$ cat config.mk
export PLATFORM = sky130hd
export DESIGN_NAME = dram_counter_tester
export DESIGN_NICKNAME = d
export VERILOG_FILES = /design/src/rtl/dram_test_pkg.sv /design/src/rtl/dram_counter_tester.sv /design/src/rtl/dram_pin_sync.sv
export VERILOG_INCLUDE_DIRS = /design/src /design/src/rtl
export SDC_FILE = /design/constraint.sdc
export NUM_CORES = 1
export LEC_CHECK = 0
export BUFFER_PORTS_ARGS = -buffer_cell sky130_fd_sc_hd__clkbuf_2
export CORE_MARGIN = 10
export CORE_UTILIZATION = 57
export CTS_BUF_LIST = sky130_fd_sc_hd__clkbuf_4
export DETAILED_ROUTE_END_ITERATION = 12
export GPL_TIMING_DRIVEN = 0
export PLACE_DENSITY = 0.75
export SKIP_CTS_REPAIR_TIMING = 1
export SYNTH_ARGS = -nofsm -noshare
export SYNTH_HDL_FRONTEND = slang
export SYNTH_HIERARCHICAL = 1
export SYNTH_SLANG_ARGS = --single-unit
$ cat constraint.sdc
create_clock -name clk_in -period 5.8 [get_ports clk_in]
set_clock_uncertainty 0.05 [all_clocks]
set_input_delay 0.29 -clock clk_in [delete_from_list [all_inputs] [get_ports clk_in]]
set_output_delay 0.29 -clock clk_in [all_outputs]
set_load 0.01 [all_outputs]
$ cat src/rtl/dram_test_regs.svh
// Timing counts and fixed figures for the DRAM counter test controller
`ifndef DRAM_TEST_REGS_SVH
`define DRAM_TEST_REGS_SVH

`define CLK_NS 40
`define RP_NS 80
`define RAS_NS 120
`define RAH_NS 15
`define CSR_NS 15
`define CPN_NS 15
`define CADT_NS 40
`define CAC_NS 35
`define CAS_NS 35
`define CWL_NS 25
`define SYNC_CYC 3
`define RP_CYC ((`RP_NS + `CLK_NS - 1) / `CLK_NS)
`define RAS_CYC ((`RAS_NS + `CLK_NS - 1) / `CLK_NS)
`define RAH_CYC ((`RAH_NS + `CLK_NS - 1) / `CLK_NS)
`define CSR_CYC ((`CSR_NS + `CLK_NS - 1) / `CLK_NS)
`define CPN_CYC ((`CPN_NS + `CLK_NS - 1) / `CLK_NS)
`define CADT_CYC ((`CADT_NS + `CLK_NS - 1) / `CLK_NS)
`define CAS_CYC ((`CAS_NS + `CLK_NS - 1) / `CLK_NS)
`define CWL_CYC ((`CWL_NS + `CLK_NS - 1) / `CLK_NS)
// The synchroniser's voted output register adds one cycle after its three stages
`define RD_CYC (((`CAC_NS + `CLK_NS - 1) / `CLK_NS) + `SYNC_CYC + 1)
`define REF_WINDOW_NS 4000000
`define REF_ROWS 256
`define REF_CYC (`REF_WINDOW_NS / `REF_ROWS / `CLK_NS)
`define INIT_CYCLES 8
`define LAST_ROW 9'h00FF

`endif

$ cat src/rtl/dram_test_pkg.sv
// Types shared by the DRAM counter test controller
package dram_test_pkg;

  typedef struct packed {
    logic ras_n;
    logic cas_n;
    logic we_n;
    logic oe_n;
    logic [7:0] addr;
    logic [3:0] dq;
    logic dq_oe;
  } dram_pins_s;

  typedef enum logic [2:0] {S_IDLE, S_INIT, S_WRITE, S_CTEST, S_READ, S_DONE} seq_e;
  typedef enum logic [3:0] {P_IDLE, P_CBR_CAS, P_CBR_RAS, P_CT_UP, P_ROW, P_RAS, P_COL, P_CAS, P_WE,
                            P_HID_UP, P_HID_DN, P_END} pin_e;
  typedef enum logic [1:0] {OP_CBR, OP_WRITE, OP_READ, OP_CTEST} op_e;

endpackage

$ cat src/rtl/dram_counter_tester.sv
// Controller that refreshes a 64K x 4 DRAM and runs its refresh counter test
// Operation
// - Hidden refresh keeps column strobe low so last read data stays on output.
// - Column strobe rise and fall with row strobe low after refresh starts test access.
// - During test access drive 8 column bits only after the test column delay; the code drives them first and the delay then runs before the strobe falls.
// - Begin verification with eight strobe-order refresh cycles.
// - Use one fixed column address for every access of the procedure.
// - Write zero to all 256 rows at the fixed column with normal writes.
// - Counter test read-modify-write reads zero and writes one for 256 rows.
// - Read all 256 rows normally and check each returns one.
// - Invert the pattern and repeat write, test and read-back steps.
// - Refresh every one of 256 rows at least once per 4 ms.
// - Write strobe high selects read, low selects write or read-modify-write.
`timescale 1ns/1ps
`include "dram_test_regs.svh"
module dram_counter_tester #(
  parameter int REF_CYC = `REF_CYC,
  parameter int INIT_CYCLES = `INIT_CYCLES
) (
  input wire logic clk_in, // System clock, 25 MHz
  input wire logic rst_in, // Synchronous reset, active high
  input wire logic start_in, // Level, starts the counter test when idle
  input wire logic [7:0] col_in, // Fixed column used by the whole test
  input wire logic [3:0] dq_in, // Data pins from the DRAM
  output dram_test_pkg::dram_pins_s pins_out, // Strobes, address and data drive
  output logic busy_out, // Test running
  output logic done_out, // Test finished
  output logic fail_out // A read returned the wrong value
);
  import dram_test_pkg::*;

  if (REF_CYC < 2 || REF_CYC > 511) begin : g_bad_ref
    $error("REF_CYC out of range");
  end
  if (INIT_CYCLES < 1 || INIT_CYCLES > 255) begin : g_bad_init
    $error("INIT_CYCLES out of range");
  end

  seq_e seq, next_seq;
  pin_e pin, next_pin;
  op_e op, next_op;
  dram_pins_s pins, next_pins;
  logic [7:0] wt, next_wt;
  logic [8:0] cnt, next_cnt;
  logic [8:0] ref_t, next_ref_t;
  logic [7:0] col, next_col;
  logic pat, next_pat, second, next_second, ref_pend, next_ref_pend;
  logic busy, next_busy, done, next_done, fail, next_fail;
  logic op_done;
  logic [3:0] dq_sync;

  dram_pin_sync #(.W(4)) u_sync (
    .clk_in(clk_in),
    .rst_in(rst_in),
    .d_in(dq_in),
    .q_out(dq_sync)
  );

  function automatic logic [7:0] cyc(input int n);
    return 8'(n - 1);
  endfunction

  // Return all strobes high and release the data pins
  function automatic dram_pins_s idle_pins(input dram_pins_s p);
    dram_pins_s r;
    r = p;
    r.ras_n = 1'b1;
    r.cas_n = 1'b1;
    r.we_n = 1'b1;
    r.oe_n = 1'b1;
    r.dq_oe = 1'b0;
    return r;
  endfunction

  // ---------------------------------------------------------------
  // Strobe sequencing and test procedure
  // ---------------------------------------------------------------
  always_comb begin
    next_seq = seq;
    next_pin = pin;
    next_op = op;
    next_pins = pins;
    next_cnt = cnt;
    next_col = col;
    next_pat = pat;
    next_second = second;
    next_busy = busy;
    next_done = done;
    next_fail = fail;
    next_ref_pend = ref_pend;
    next_wt = (wt != 8'h00) ? wt - 8'h01 : 8'h00;
    next_ref_t = (ref_t == 9'(REF_CYC - 1)) ? 9'h000 : ref_t + 9'h001;
    op_done = 1'b0;

    unique case (pin)
      P_IDLE: begin
      end
      P_CBR_CAS: begin
        if (wt == 8'h00) begin
          next_pins.ras_n = 1'b0;
          next_wt = cyc(`RAS_CYC);
          next_pin = P_CBR_RAS;
        end
      end
      P_CBR_RAS: begin
        if (wt == 8'h00) begin
          if (op == OP_CTEST) begin
            next_pins.cas_n = 1'b1;
            next_pins.oe_n = 1'b0;
            next_wt = cyc(`CPN_CYC);
            next_pin = P_CT_UP;
          end else begin
            next_pins = idle_pins(pins);
            next_wt = cyc(`RP_CYC);
            next_pin = P_END;
          end
        end
      end
      P_CT_UP: begin
        // Column goes out after the column precharge wait; the test column delay then runs before the strobe falls
        if (wt == 8'h00) begin
          next_pins.addr = col;
          next_wt = cyc(`CADT_CYC);
          next_pin = P_COL;
        end
      end
      P_ROW: begin
        next_pins.ras_n = 1'b0;
        next_wt = cyc(`RAH_CYC);
        next_pin = P_RAS;
      end
      P_RAS: begin
        if (wt == 8'h00) begin
          next_pins.addr = col;
          if (op == OP_WRITE) begin
            next_pins.we_n = 1'b0;
            next_pins.dq = {4{pat}};
            next_pins.dq_oe = 1'b1;
          end else begin
            next_pins.oe_n = 1'b0;
          end
          next_wt = 8'h00;
          next_pin = P_COL;
        end
      end
      P_COL: begin
        if (wt == 8'h00) begin
          next_pins.cas_n = 1'b0;
          next_wt = (op == OP_WRITE) ? cyc(`CAS_CYC) : cyc(`RD_CYC);
          next_pin = P_CAS;
        end
      end
      P_CAS: begin
        if (wt == 8'h00) begin
          if (op != OP_WRITE && dq_sync != ((op == OP_CTEST) ? {4{pat}} : {4{~pat}})) begin
            next_fail = 1'b1;
          end
          if (op == OP_CTEST) begin
            next_pins.oe_n = 1'b1;
            next_pins.we_n = 1'b0;
            next_pins.dq = {4{~pat}};
            next_pins.dq_oe = 1'b1;
            next_wt = cyc(`CWL_CYC);
            next_pin = P_WE;
          end else if (op == OP_READ && ref_pend) begin
            // Column strobe stays low so the read data stays valid
            next_pins.ras_n = 1'b1;
            next_ref_pend = 1'b0;
            next_wt = cyc(`RP_CYC);
            next_pin = P_HID_UP;
          end else begin
            next_pins = idle_pins(pins);
            next_wt = cyc(`RP_CYC);
            next_pin = P_END;
          end
        end
      end
      P_HID_UP: begin
        if (wt == 8'h00) begin
          next_pins.ras_n = 1'b0;
          next_wt = cyc(`RAS_CYC);
          next_pin = P_HID_DN;
        end
      end
      P_WE, P_HID_DN: begin
        if (wt == 8'h00) begin
          next_pins = idle_pins(pins);
          next_wt = cyc(`RP_CYC);
          next_pin = P_END;
        end
      end
      P_END: begin
        if (wt == 8'h00) begin
          next_pin = P_IDLE;
          op_done = 1'b1;
        end
      end
    endcase

    // Extra refreshes inside the write pass do not count as steps
    if (op_done && !(op == OP_CBR && seq != S_INIT)) begin
      next_cnt = cnt + 9'h001;
      unique case (seq)
        S_INIT: begin
          if (cnt == 9'(INIT_CYCLES - 1)) begin
            next_cnt = 9'h000;
            next_seq = S_WRITE;
          end
        end
        S_WRITE: begin
          if (cnt == `LAST_ROW) begin
            next_cnt = 9'h000;
            next_seq = S_CTEST;
          end
        end
        S_CTEST: begin
          if (cnt == `LAST_ROW) begin
            next_cnt = 9'h000;
            next_seq = S_READ;
          end
        end
        S_READ: begin
          if (cnt == `LAST_ROW) begin
            next_cnt = 9'h000;
            if (second) begin
              next_seq = S_DONE;
              next_busy = 1'b0;
              next_done = 1'b1;
            end else begin
              next_second = 1'b1;
              next_pat = ~pat;
              next_seq = S_WRITE;
            end
          end
        end
        S_IDLE, S_DONE: begin
          next_cnt = cnt;
        end
      endcase
    end

    if (pin == P_IDLE) begin
      if ((seq == S_IDLE || seq == S_DONE) && start_in) begin
        next_col = col_in;
        next_cnt = 9'h000;
        next_pat = 1'b0;
        next_second = 1'b0;
        next_fail = 1'b0;
        next_done = 1'b0;
        next_busy = 1'b1;
        next_seq = S_INIT;
      end else if (seq == S_INIT || seq == S_CTEST || (seq != S_READ && ref_pend)) begin
        // Every strobe-order cycle refreshes one row, so it clears the debt
        next_op = (seq == S_CTEST) ? OP_CTEST : OP_CBR;
        next_pins.cas_n = 1'b0;
        next_ref_pend = 1'b0;
        next_wt = cyc(`CSR_CYC);
        next_pin = P_CBR_CAS;
      end else if (seq == S_WRITE || seq == S_READ) begin
        next_op = (seq == S_WRITE) ? OP_WRITE : OP_READ;
        next_pins.addr = cnt[7:0];
        next_wt = 8'h00;
        next_pin = P_ROW;
      end
    end

    // A tick that meets a clear still leaves the refresh owed
    if (ref_t == 9'(REF_CYC - 1)) begin
      next_ref_pend = 1'b1;
    end
  end

  always_ff @(posedge clk_in) begin
    if (rst_in) begin
      seq <= S_IDLE;
      pin <= P_IDLE;
      op <= OP_CBR;
      pins <= '{ras_n: 1'b1, cas_n: 1'b1, we_n: 1'b1, oe_n: 1'b1, addr: 8'h00, dq: 4'h0, dq_oe: 1'b0};
      wt <= 8'h00;
      cnt <= 9'h000;
      ref_t <= 9'h000;
      col <= 8'h00;
      pat <= 1'b0;
      second <= 1'b0;
      ref_pend <= 1'b0;
      busy <= 1'b0;
      done <= 1'b0;
      fail <= 1'b0;
    end else begin
      seq <= next_seq;
      pin <= next_pin;
      op <= next_op;
      pins <= next_pins;
      wt <= next_wt;
      cnt <= next_cnt;
      ref_t <= next_ref_t;
      col <= next_col;
      pat <= next_pat;
      second <= next_second;
      ref_pend <= next_ref_pend;
      busy <= next_busy;
      done <= next_done;
      fail <= next_fail;
    end
  end

  assign pins_out = pins;
  assign busy_out = busy;
  assign done_out = done;
  assign fail_out = fail;

  // ---------------------------------------------------------------
  // Checks
  // ---------------------------------------------------------------
  a_hidden_cas_low: assert property (@(posedge clk_in) disable iff (rst_in)
    (pin == P_HID_UP) |-> pins.cas_n == 1'b0 && pins.ras_n == 1'b1 ##1 pins.cas_n == 1'b0)
    else $error("column strobe rose during hidden refresh");
  a_ctest_toggle: assert property (@(posedge clk_in) disable iff (rst_in)
    (op == OP_CTEST && $rose(pins.cas_n) && !pins.ras_n) |-> $past(pins.cas_n, 2) == 1'b0)
    else $error("test access without prior strobe-order refresh");
  a_ctest_column: assert property (@(posedge clk_in) disable iff (rst_in)
    (op == OP_CTEST && $fell(pins.cas_n) && !pins.ras_n) |-> pins.addr == col && $past(pins.addr == col))
    else $error("test column not held before column strobe");
  a_init_eight: assert property (@(posedge clk_in) disable iff (rst_in)
    (seq == S_INIT && next_seq == S_WRITE) |-> cnt == 9'(INIT_CYCLES - 1) && op == OP_CBR)
    else $error("initialisation refresh count wrong");
  a_fixed_column: assert property (@(posedge clk_in) disable iff (rst_in)
    ($fell(pins.cas_n) && !pins.ras_n && seq != S_IDLE && seq != S_DONE) |-> pins.addr == col)
    else $error("column address differs from fixed column");
  a_write_pattern: assert property (@(posedge clk_in) disable iff (rst_in)
    (op == OP_WRITE && $fell(pins.cas_n)) |-> !pins.we_n && pins.dq_oe && pins.dq == {4{pat}})
    else $error("write data not the current pattern");
  a_rmw_inverse: assert property (@(posedge clk_in) disable iff (rst_in)
    (op == OP_CTEST && $fell(pins.we_n)) |-> pins.dq == {4{~pat}} && pins.dq_oe && !pins.cas_n && !pins.ras_n
    ##1 pins.dq == {4{~pat}})
    else $error("test access wrote wrong value");
  a_read_we_high: assert property (@(posedge clk_in) disable iff (rst_in)
    (op == OP_READ && !pins.cas_n) |-> pins.we_n && !pins.dq_oe)
    else $error("read cycle with write strobe low");
  a_refresh_served: assert property (@(posedge clk_in) disable iff (rst_in)
    $rose(ref_pend) |-> ##[1:40] !ref_pend)
    else $error("owed refresh not issued in time");
endmodule

$ cat src/rtl/dram_pin_sync.sv
// Three-stage synchroniser for data pins coming back from the DRAM
`timescale 1ns/1ps
module dram_pin_sync #(
  parameter int W = 4
) (
  input wire logic clk_in, // System clock
  input wire logic rst_in, // Synchronous reset, active high
  input wire logic [W-1:0] d_in, // Pin levels
  output logic [W-1:0] q_out // Settled levels
);
  logic [W-1:0] s1, s2, s3, q;
  logic [W-1:0] next_q;

  // Only the later two stages vote; the first stage may be metastable
  always_comb begin
    next_q = q;
    if (s2 == s3) begin
      next_q = s3;
    end
  end

  always_ff @(posedge clk_in) begin
    if (rst_in) begin
      s1 <= '0;
      s2 <= '0;
      s3 <= '0;
      q <= '0;
    end else begin
      s1 <= d_in;
      s2 <= s1;
      s3 <= s2;
      q <= next_q;
    end
  end

  assign q_out = q;
endmodule

==> results.toml <==
[sta]
final-hold-violation-count = 0
fin_crit_sh_pct = 52.1
layout_setup_ws_ns = 2.78
worst_pin_slew_ns = 0.630
slew_viol_final = 0
tns_ns = 0
maxSlewHeadroom_pct = 57.8
min_period_ns = 3.02
max_freq_ghz = 0.331
setup_viol = 0
rsz0062_at_grt = "false"

[cts]
clk_pin_slew_ns = 0.14
clock_latency_ns = 0.44
cts_buffers = 9
cts_tree = "built"
cts_num_sinks = 79
htreeDepth = 3
cts_root_buffer = "clkbuf_4"
cts_buffer_depth = 2

[placement]
gp_congestion = 0.948
port_buffers = 34
dpl.hpwl_mm = 7.43
pre_cts_ws_ns = 2.79

[worst_setup_path]
rr_worst_depth = 11
cp-start-kind = "flip-flop"
cp_max_fo = 7
worstSetupEndpointType = "flip-flop"
cp_data_required_time_ns = 6.10
crit_type = "flip-flop to flip-flop"
worst_ep_arrival_time_ns = 3.32

[global_route]
gr-usage-met1_pct = 22.2
gr-usage-met3_pct = 4.24
antenna_found_initial = 1
track_usage_pct = 18.0
grt-ovfl-total = 0
grt_pass1_vias = 3557
grt_first_pass_wirelength_mm = 16.8
grt_busiest_layer = "met2"
grt_max_degree = 17
grt_use_met2_pct = 29.9

[floorplan]
coreArea_um2 = 6910
initial_core_util_pct = 59.3
design.die.area_um2 = 11000
pin_count = 35
num_rows = 30
die_w_um = 105
die_h_um = 105

[synth]
yosysWarnings = 6
synth_fp_nets = 509
synth_edf_count = 0
synthCells = 487
syn_avg_cell_area_um2 = 8.41
synth-main-ff-cell = "dfxtp_1"
syn-cell-area_um2 = 4100
synthArstFlopShare_pct = 0
synth_seq_cells = 79
yosysSeqAreaShare_pct = 38.6
synth.distinct_cells = 71

[final_layout]
nets = 562
drive_above_1_share_pct = 13.4
fillers = 631
multiInputGateArea_um2 = 2300
syn_to_final_growth_pct = 12.9
seq_area_um2 = 1580

[routing]
vias_per_cell = 5.84
wl_mm = 10.2
vias = 3749
first_pass_iters = 5
drcViolationCount = 0
post_drt_wl_per_cell_um = 15.9
drtIter0Drc = 267
postRouteAntennaNets = 0

[flow_run]
drv_cap = 0

[hold_path]
min_delay_path_depth = 3
holdCritPathClass = "input port to flip-flop"

[power]
power-per-cell-area_nw_per_um2 = 342
finalPower_mw = 1.58
ir_worst_vdd_mv = 0.204
p_leak_nw = 1.88

[status]
outcome = "finished, final reports clean"
==> logic make-up after synthesis <==
| kind of cell | synth area share (%) |
|---|---|
| flops | 38.6 |
| xor+xnor | 5.32 |
| mux | 3.67 |
| simple gates | 27.0 |
| compound gates | 18.1 |
| fa+ha+maj | 2.14 |
| buf+inv | 5.16 |
==> final cells by class <==
cell class | instances | share of cell area, %
antenna | 1 | 0.0541
inverter | 20 | 1.62
clock buffer | 9 | 1.46
clock inverter | 7 | 1.87
tap | 96 | 2.60
sequential | 79 | 34.2
multi-input combinational | 359 | 49.8
buffer | 29 | 2.95
timing repair buffer | 42 | 5.41
==> cells in the final DEF (no fill, tap or decap), drive strengths merged, types with 4 or more instances in the layout <==
cell         Yosys  routed
nor2b           22      22
a21oi           32      32
a31oi            6       6
and3             8       8
ha               7       7
o21ai           17      17
nand4            6       6
a21o             5       5
nor4             6       6
nor3            13      13
inv             20      24
dfxtp           79      79
nand3           18      18
xor2            16      16
nand2           38      38
or3              5       5
nor2            54      54
clkbuf          19      62
nand2b           9       9
buf             10      10
mux2i           15      15
dlygate4sd3      0       8
a211oi          12      12
xnor2            8       8
a221oi           4       4
==> report_power, final <==
| group | switching (mW) | internal, mW | total [mW] |
|---|---|---|---|
| registers | 0.0492 | 0.602 | 0.651 |
| logic | 0.360 | 0.210 | 0.570 |
| clock network | 0.219 | 0.141 | 0.360 |
| total | 0.628 | 0.953 | 1.58 |
==> per-stage QoR <==
| step | util [%] | hold slack (ns) | instance area (um2) | instances |
|---|---|---|---|---|
| 3_3_place_gp | 63.5 | 0.369 | 4390 | 617 |
| 4_1_cts | 65.7 | -0.0187 | 4540 | 633 |
| 5_1_grt | 66.9 | 0.0102 | 4620 | 642 |
| 6_report | 66.9 | 0.00916 | 4620 | 642 |
| 3_5_place_dp | 63.5 | 0.383 | 4390 | 617 |
| 2_1_floorplan | - | 0.364 | 4100 | 487 |
==> per-layer routing <==
| metal | wire length (um) | up-vias |
|---|---|---|
| met3 | 632 | 28 |
| met4 | 212 | 0 |
| li1 | - | 1830 |
| met1 | 4440 | 1770 |
| met2 | 4950 | 121 |
| met5 | 0 | - |
==> synthesized netlist by cell type (all sizes together), types with 13 or more instances <==
library cell	count	area share [%]
dfxtp	79	39
nor2	54	4.9
nand2	38	3.5
a21oi	32	3.9
nor2b	22	3.4
inv	20	1.8
clkbuf	19	1.7
nand3	18	2.2
o21ai	17	2.1
xor2	16	3.6
mux2i	15	3.7
nor3	13	1.6
==> flip-flops by register name, summed over array words and instances, names as in the netlist <==
register      flops
ref_t             9
u_sync/s3         4
second            1
u_sync/q_out      4
u_sync/s2         4
busy_out          1
done_out          1
col               8
wt                8
pins_out         14
seq               3
op                2
cnt               9
ref_pend          1
pat               1
u_sync/s1         4
pin               4
fail_out          1
==> worst max-delay path, stage by stage, from the launching register on <==
cell,delay (ns)
dfxtp_1,0.42
ha_1,0.21
and3_1,0.21
and3_1,0.19
and3_1,0.20
ha_1,0.14
clkbuf_1,0.28
inv_1,0.14
a221oi_1,0.49
a211oi_2,0.18
a21o_1,0.22
a22o_1,0.22
==> worst paths after layout <==
path	slack, ns	from	endpoint
max	2.78	cnt[0]	cnt[2]
max reg2reg	2.78	cnt[0]	cnt[2]
min reg2reg	0.40	u_sync/s1[3]	u_sync/s2[3]
min	0.009	col_in[3]	col[3]
(Power assumes the default switching activity.)
